$ cat src/core/irq_prio_pkg.sv
// Register map, field layout and reset values for the interrupt priority slice
package irq_prio_pkg;
	localparam logic [3:0]  ADDR_PRIO3    = 4'h0;
	localparam logic [3:0]  ADDR_PRIO4    = 4'h4;
	localparam logic [31:0] PRIO_RESET    = 32'h0000_0000;
	localparam logic [31:0] PRIO_WR_MASK  = 32'h1F1F_1F1F;
	localparam int          PRIO_W        = 3;
	localparam int          SUB_W         = 2;
	localparam int          SRC0_SUB_LSB  = 0;
	localparam int          SRC0_PRIO_LSB = 2;
	localparam int          SRC1_SUB_LSB  = 8;
	localparam int          SRC1_PRIO_LSB = 10;
	localparam int          SRC2_SUB_LSB  = 16;
	localparam int          SRC2_PRIO_LSB = 18;
	localparam int          SRC3_SUB_LSB  = 24;
	localparam int          SRC3_PRIO_LSB = 26;
	localparam logic [1:0]  RESP_OKAY     = 2'h0;
	localparam logic [1:0]  RESP_SLVERR   = 2'h2;
endpackage : irq_prio_pkg

$ cat src/core/interrupt_priority_ctrl_slice.sv
// Interrupt priority and subpriority registers for the number-3 and number-4 sources
//
// Added by the designer: the AXI4-Lite register port and the placing of the registers.
`timescale 1ns/10ps

module interrupt_priority_ctrl_slice
	import irq_prio_pkg::*;
(
	input  wire logic        clk_i,
	input  wire logic        rst_n_i,
	input  wire logic [3:0]  s_axi_awaddr_i,
	input  wire logic        s_axi_awvalid_i,
	output logic             s_axi_awready_o,
	input  wire logic [31:0] s_axi_wdata_i,
	input  wire logic [3:0]  s_axi_wstrb_i,
	input  wire logic        s_axi_wvalid_i,
	output logic             s_axi_wready_o,
	output logic [1:0]       s_axi_bresp_o,
	output logic             s_axi_bvalid_o,
	input  wire logic        s_axi_bready_i,
	input  wire logic [3:0]  s_axi_araddr_i,
	input  wire logic        s_axi_arvalid_i,
	output logic             s_axi_arready_o,
	output logic [31:0]      s_axi_rdata_o,
	output logic [1:0]       s_axi_rresp_o,
	output logic             s_axi_rvalid_o,
	input  wire logic        s_axi_rready_i,
	output logic [2:0]       ext_irq3_priority_o,
	output logic [1:0]       ext_irq3_subpriority_o,
	output logic [2:0]       out_compare3_priority_o,
	output logic [1:0]       out_compare3_subpriority_o,
	output logic [2:0]       in_capture3_priority_o,
	output logic [1:0]       in_capture3_subpriority_o,
	output logic [2:0]       timer3_priority_o,
	output logic [1:0]       timer3_subpriority_o,
	output logic [31:0]      prio4_fields_o,
	output logic [3:0]       src3_enabled_o
);

	// One record holds all state: bus holding slots, responses, both registers, enables
	typedef struct packed {
		logic        aw_full;
		logic [3:0]  aw_addr;
		logic        w_full;
		logic [31:0] w_data;
		logic [3:0]  w_strb;
		logic        bvalid;
		logic [1:0]  bresp;
		logic        rvalid;
		logic [1:0]  rresp;
		logic [31:0] rdata;
		logic [31:0] prio3;
		logic [31:0] prio4;
		logic [3:0]  enabled;
		logic        aw_ready;
		logic        w_ready;
		logic        ar_ready;
	} state_t;

	// Present value and next value of that record
	state_t state_reg;
	state_t state_next;

	// Byte-lane merge; reserved bits are forced to zero so they always read back as zero
	function automatic logic [31:0] merge_write(input logic [31:0] old_val,
		input logic [31:0] data, input logic [3:0] strb);
		logic [31:0] res;
		res = old_val;
		for (int i = 0; i < 4; i++) begin
			if (strb[i]) begin
				res[i*8 +: 8] = data[i*8 +: 8];
			end
		end
		return res & PRIO_WR_MASK;
	endfunction : merge_write

	// Word decode shared by the write and the read path; only aligned word addresses hit,
	// so a byte offset inside a word is refused rather than aliased onto the register
	function automatic logic hits_reg3(input logic [3:0] addr);
		return addr == ADDR_PRIO3;
	endfunction : hits_reg3

	// The number-4 register is stored and read back only; its fields feed nothing here,
	// the consumer of both registers sits outside this block
	function automatic logic hits_reg4(input logic [3:0] addr);
		return addr == ADDR_PRIO4;
	endfunction : hits_reg4

	// zero code disables
	// Any nonzero level counts as enabled, so the arbiter never sees a level-zero source
	function automatic logic prio_enabled(input logic [31:0] word, input int lsb);
		return |word[lsb +: PRIO_W];
	endfunction : prio_enabled

	// three-bit level
	// The level code is handed on unchanged: code seven is level seven, code one level one
	function automatic logic [2:0] prio_field(input logic [31:0] word, input int lsb);
		return word[lsb +: PRIO_W];
	endfunction : prio_field

	// two-bit subpriority
	// The subpriority only orders sources of equal level; it never enables a source itself
	function automatic logic [1:0] sub_field(input logic [31:0] word, input int lsb);
		return word[lsb +: SUB_W];
	endfunction : sub_field

	// Next state: address and data are latched independently, response once both are held
	// Waiting for both halves costs one cycle per write but lets the master offer them in
	// either order; a new address or data word is taken only once its slot is free again
	always_comb begin
		state_next = state_reg;
		if (s_axi_awvalid_i && !state_reg.aw_full) begin
			state_next.aw_full = 1'b1;
			state_next.aw_addr = s_axi_awaddr_i;
		end
		if (s_axi_wvalid_i && !state_reg.w_full) begin
			state_next.w_full = 1'b1;
			state_next.w_data = s_axi_wdata_i;
			state_next.w_strb = s_axi_wstrb_i;
		end
		// The response stands until the master has taken it
		if (state_reg.bvalid && s_axi_bready_i) begin
			state_next.bvalid = 1'b0;
		end
		if (state_reg.aw_full && state_reg.w_full && !state_reg.bvalid) begin
			state_next.aw_full = 1'b0;
			state_next.w_full  = 1'b0;
			state_next.bvalid  = 1'b1;
			state_next.bresp   = RESP_OKAY;
			if (hits_reg3(state_reg.aw_addr)) begin
				state_next.prio3 = merge_write(state_reg.prio3, state_reg.w_data,
					state_reg.w_strb);
			end else if (hits_reg4(state_reg.aw_addr)) begin
				state_next.prio4 = merge_write(state_reg.prio4, state_reg.w_data,
					state_reg.w_strb);
			end else begin
				// Unmapped word: nothing is stored, the master sees an error
				state_next.bresp = RESP_SLVERR;
			end
		end
		// Read path; unmapped addresses answer zero with an error
		// A read returns the value held before this edge; a write landing now shows next read
		if (state_reg.rvalid && s_axi_rready_i) begin
			state_next.rvalid = 1'b0;
		end
		// A new read is taken only once the previous answer is gone
		if (s_axi_arvalid_i && !state_reg.rvalid) begin
			state_next.rvalid = 1'b1;
			state_next.rresp  = RESP_OKAY;
			if (hits_reg3(s_axi_araddr_i)) begin
				state_next.rdata = state_reg.prio3;
			end else if (hits_reg4(s_axi_araddr_i)) begin
				state_next.rdata = state_reg.prio4;
			end else begin
				state_next.rdata = 32'h0000_0000;
				state_next.rresp = RESP_SLVERR;
			end
		end
		// zero code disables
		// Enables follow the next register value so they change on the same edge as the fields
		// They are derived, so software cannot set one apart from its level
		state_next.enabled[0] = prio_enabled(state_next.prio3, SRC0_PRIO_LSB);
		state_next.enabled[1] = prio_enabled(state_next.prio3, SRC1_PRIO_LSB);
		state_next.enabled[2] = prio_enabled(state_next.prio3, SRC2_PRIO_LSB);
		state_next.enabled[3] = prio_enabled(state_next.prio3, SRC3_PRIO_LSB);
		// Readies are flops of their own so that every port comes straight from a register;
		// each one is high exactly while its holding slot is empty
		state_next.aw_ready = !state_next.aw_full;
		state_next.w_ready  = !state_next.w_full;
		state_next.ar_ready = !state_next.rvalid;
	end

	always_ff @(posedge clk_i or negedge rst_n_i) begin
		if (!rst_n_i) begin
			state_reg       <= '0;
			state_reg.prio3 <= PRIO_RESET;
			state_reg.prio4 <= PRIO_RESET;
			// Readies leave reset high: a request may be taken at the first edge after it
			state_reg.aw_ready <= 1'b1;
			state_reg.w_ready  <= 1'b1;
			state_reg.ar_ready <= 1'b1;
		end else begin
			state_reg <= state_next;
		end
	end

	// Ready only while the holding slot is empty, so each channel takes one item at a time
	assign s_axi_awready_o = state_reg.aw_ready;
	assign s_axi_wready_o  = state_reg.w_ready;
	assign s_axi_arready_o = state_reg.ar_ready;
	// Response and read channels come straight from their holding flops
	assign s_axi_bvalid_o  = state_reg.bvalid;
	assign s_axi_bresp_o   = state_reg.bresp;
	assign s_axi_rvalid_o  = state_reg.rvalid;
	assign s_axi_rresp_o   = state_reg.rresp;
	assign s_axi_rdata_o   = state_reg.rdata;

	// priority and subpriority fields out
	// Plain slices of the register, so every field moves on the edge its write lands
	assign timer3_priority_o          = prio_field(state_reg.prio3, SRC0_PRIO_LSB);
	assign timer3_subpriority_o       = sub_field(state_reg.prio3, SRC0_SUB_LSB);
	assign in_capture3_priority_o     = prio_field(state_reg.prio3, SRC1_PRIO_LSB);
	assign in_capture3_subpriority_o  = sub_field(state_reg.prio3, SRC1_SUB_LSB);
	assign out_compare3_priority_o    = prio_field(state_reg.prio3, SRC2_PRIO_LSB);
	assign out_compare3_subpriority_o = sub_field(state_reg.prio3, SRC2_SUB_LSB);
	assign ext_irq3_priority_o        = prio_field(state_reg.prio3, SRC3_PRIO_LSB);
	assign ext_irq3_subpriority_o     = sub_field(state_reg.prio3, SRC3_SUB_LSB);
	assign prio4_fields_o             = state_reg.prio4;
	assign src3_enabled_o             = state_reg.enabled; // Bit0 timer3 .. bit3 ext irq3

endmodule : interrupt_priority_ctrl_slice

$ cat config.mk
export PLATFORM = sky130hd
export DESIGN_NAME = interrupt_priority_ctrl_slice
export DESIGN_NICKNAME = d
export VERILOG_FILES = /design/src/core/irq_prio_pkg.sv /design/src/core/interrupt_priority_ctrl_slice.sv
export SDC_FILE = /design/constraint.sdc
export NUM_CORES = 1
export LEC_CHECK = 0
export ABC_CLOCK_PERIOD_IN_PS = 1600
export BUFFER_PORTS_ARGS = -buffer_cell sky130_fd_sc_hd__buf_4
export CORE_ASPECT_RATIO = 1.2
export CORE_MARGIN = 3
export CORE_UTILIZATION = 45
export DETAILED_ROUTE_END_ITERATION = 12
export PLACE_DENSITY_LB_ADDON = 0.1
export SLEW_MARGIN = 20
export SYNTH_ARGS = -nofsm -noshare
export SYNTH_HDL_FRONTEND = slang
export SYNTH_SLANG_ARGS = --single-unit
$ cat constraint.sdc
create_clock -name clk_i -period 1.6 [get_ports clk_i]
set_clock_uncertainty 0.1 [all_clocks]
set_input_delay 0.16 -clock clk_i [delete_from_list [all_inputs] [get_ports clk_i]]
set_output_delay 0.16 -clock clk_i [all_outputs]
set_load 0.01 [all_outputs]
==> results.md <==
* Status: completed
* Startpoint types: register
* Syn_area_per_cell at 12.7 µm²
* RR Startpoint: state_reg[146]
* Final period util at 0.965
* Share of the synthesized area in the top cell type at 0.515
* Initial antenna violation count at 0
* Core area at 10200 µm²
* Min-delay worst type: in2reg
* Met2 WL at 4720 µm
* Global-route wire length before repair at 15100 µm
* Routability cong. at 0.779
* TritonCTS buffer count at 9
* Vias in the first global route at 2929
* Clock slew at reported path FFs at 0.06 ns
* DRT iter0 DRCs at 41
* CTS H-tree lvls at 3
* Overflow after GRT at 0
* Synth Instances at 376
* Clock sink count at 101
* Crit. End Element: register
* Filler cell count at 866
* CTS tree: yes
* Max-cap viol count at 0
* Antenna Violating Nets Remaining at 0
* Metal3 WL at 565 µm
* Critical path class: reg2reg
* VDD IR max at 0.000839 V
* Clock latency on the worst-skew pair at 0.33 ns
* WL/cell at 15.9 µm
* Nets at 516
* Final WS setup at 0.0564 ns
* Highest Signal Layer: met4
* Worst Reg-to-Reg Cells at 3
* Storage cell area at 2530 µm²
* FF-to-FF End: prio4_fields_o[28]
* Yosys reg bits at 101
* Sequential area share after synthesis at 0.531
* Total wire length at 9450 µm
* Highest Clock Rate at 648 MHz
* Die Span Y at 119 µm
* DIE AREA at 11900 µm²
* Via density at 4.78
* Critical Path End: prio4_fields_o[28]
* Clock Tree Buf Depth at 2
* Mapped Area at 4770 µm²
* Synth area leader: dfrtp_1
* CP Max Fanout at 5
* Max reg flops at 30
* HPWL after DPL at 6900 µm
* Critical Path RT at 1.71 ns
* Vias at 2849
* Arrival time at the worst endpoint at 1.66 ns
* RSZ-0062 raised after global routing: yes
* Multi-input logic area at 1610 µm²
* Ranking of synthesized cells by area: dfrtp_1 (51%), mux2_2 (16%), buf_4 (14%)
* Leakage at 2.90 nW
* Crit path launch: state_reg[146]
* Clock Root Buffer: clkbuf_16
* First drt pass iteration count at 4
* Layout cell share with drive strength beyond 1 at 0.477
* Fin. max-slew vios at 0
* Ys Warns at 0
* Met1 wire length at 4060 µm
* Initial Util at 0.469
* DRC Markers at 0
* Area after DPL at 5230 µm²
* Row Count at 40
* Pwr dens at 1580 nW/µm²
* Final instance area at 5930 µm²
* Die X at 99.9 µm
* Setup WS pre-CTS at -0.0816 ns
* Post-synthesis cell type count at 25
* Final setup violation count at 0
* Overall routing resource usage at 0.162
* Diode count at 0
* Final Hold Fails at 0
* Area growth syn-to-layout at 24.5%
* Final Core Density at 0.584
* Largest net degree at the start of global routing at 29
* Num ports at 148
* Period minus WS final at 1.54 ns
* R2R Setup Slk at 0.06 ns
* Port Buffers at 109
[cell type report]
cell class	instances	area share
inverter	4	0.00253
tap	126	0.0266
multi-input combinational	192	0.272
timing repair buffer	157	0.219
clock buffer	10	0.0386
sequential	101	0.427
clock inverter	6	0.0146
[through the flow]
stage / instances / total power [W] / TNS [ns] / hold WS, ns
4_1_cts: 596 / 0.00948 / -0.198 / 0.0391
5_1_grt: 596 / 0.00998 / -0.0240 / 0.0760
3_5_place_dp: 546 / 0.00705 / -0.576 / -0.0127
3_3_place_gp: 546 / 0.00696 / -0.394 / -0.0149
6_report: 596 / 0.00939 / 0 / 0.0496
2_1_floorplan: 401 / 0.00627 / 0 / -0.236
[power breakdown]
| group | internal, W | total (W) | switching [W] |
|---|---|---|---|
| logic | 0.00170 | 0.00286 | 0.00116 |
| clock network | 0.00137 | 0.00227 | 0.000900 |
| registers | 0.00346 | 0.00426 | 0.000800 |
| total | 0.00653 | 0.00939 | 0.00286 |
[worst min path at each step]
stage / depth (start not counted) / slack (ns) / endpoint / start
CTS: 3 / 0.04 / s_axi_rvalid_o / s_axi_arvalid_i
global route: 3 / 0.08 / s_axi_rvalid_o / s_axi_arvalid_i
detailed placement: 1 / -0.01 / s_axi_rvalid_o / rst_n_i
floorplan: 0 / -0.24 / ext_irq3_priority_o[0] / rst_n_i
global placement: 1 / -0.01 / src3_enabled_o[1] / rst_n_i
finish: 3 / 0.05 / s_axi_rvalid_o / s_axi_arvalid_i
[logic make-up after synthesis]
kind of cell / count (synthesis) / synth area share
other cells: 1 / 0.000787
simple gates: 48 / 0.0593
flops: 101 / 0.531
compound gates: 25 / 0.0368
mux: 93 / 0.213
buf+inv: 108 / 0.159
[layer usage]
layer,track usage,up-vias
li1,-,1352
met1,0.212,1409
met2,0.266,80
met3,0.0390,8
met4,0.0487,0
met5,0,-
[critical path: stages, from the launching register on]
cell,delay (ns)
dfrtp_1,0.42
and4bb_4,0.39
nand2_1,0.19
mux2_2,0.33
[layout by cell type, fill, tap and decap left out, drive strengths merged, types with 2 or more instances in the layout]
cell and n:
dlygate4sd3 33, nor2b 2, mux2i 24, mux2 69
dfrtp 98, conb 26, nand3 6, o21ai 4
o31ai 20, dfstp 3, nand2 23, inv 5
bufinv 2, clkbuf 10, and4bb 2, buf 124
clkinv 2, nor3 9
[Yosys cell counts]
cell type and count:
nand2_2 1, nor2_1 1, o31ai_1 20, nor3b_4 1, nand2_1 22, nand3_2 3
nor2b_1 2, conb_1 1, nand3b_1 1, buf_2 4, inv_1 4, a21oi_1 1
or3_1 1, dfstp_2 3, mux2i_1 24, o21ai_0 4, nor4b_4 1, nand2b_1 1
dfrtp_1 98, buf_4 92, clkbuf_1 8, and4bb_2 2, nand3_1 3, nor3_1 9
mux2_2 69
[repair_timing]
item / in CTS / in global routing
endpoints found under the setup margin: 25 / 20
resized for setup: 3 / 7
pin swaps: 1 / 1
endpoints found under the hold margin: 114 / 0
hold buffers: 33 / 0
setup buffers: 1 / 0
Power figures use the tool's default switching activity.
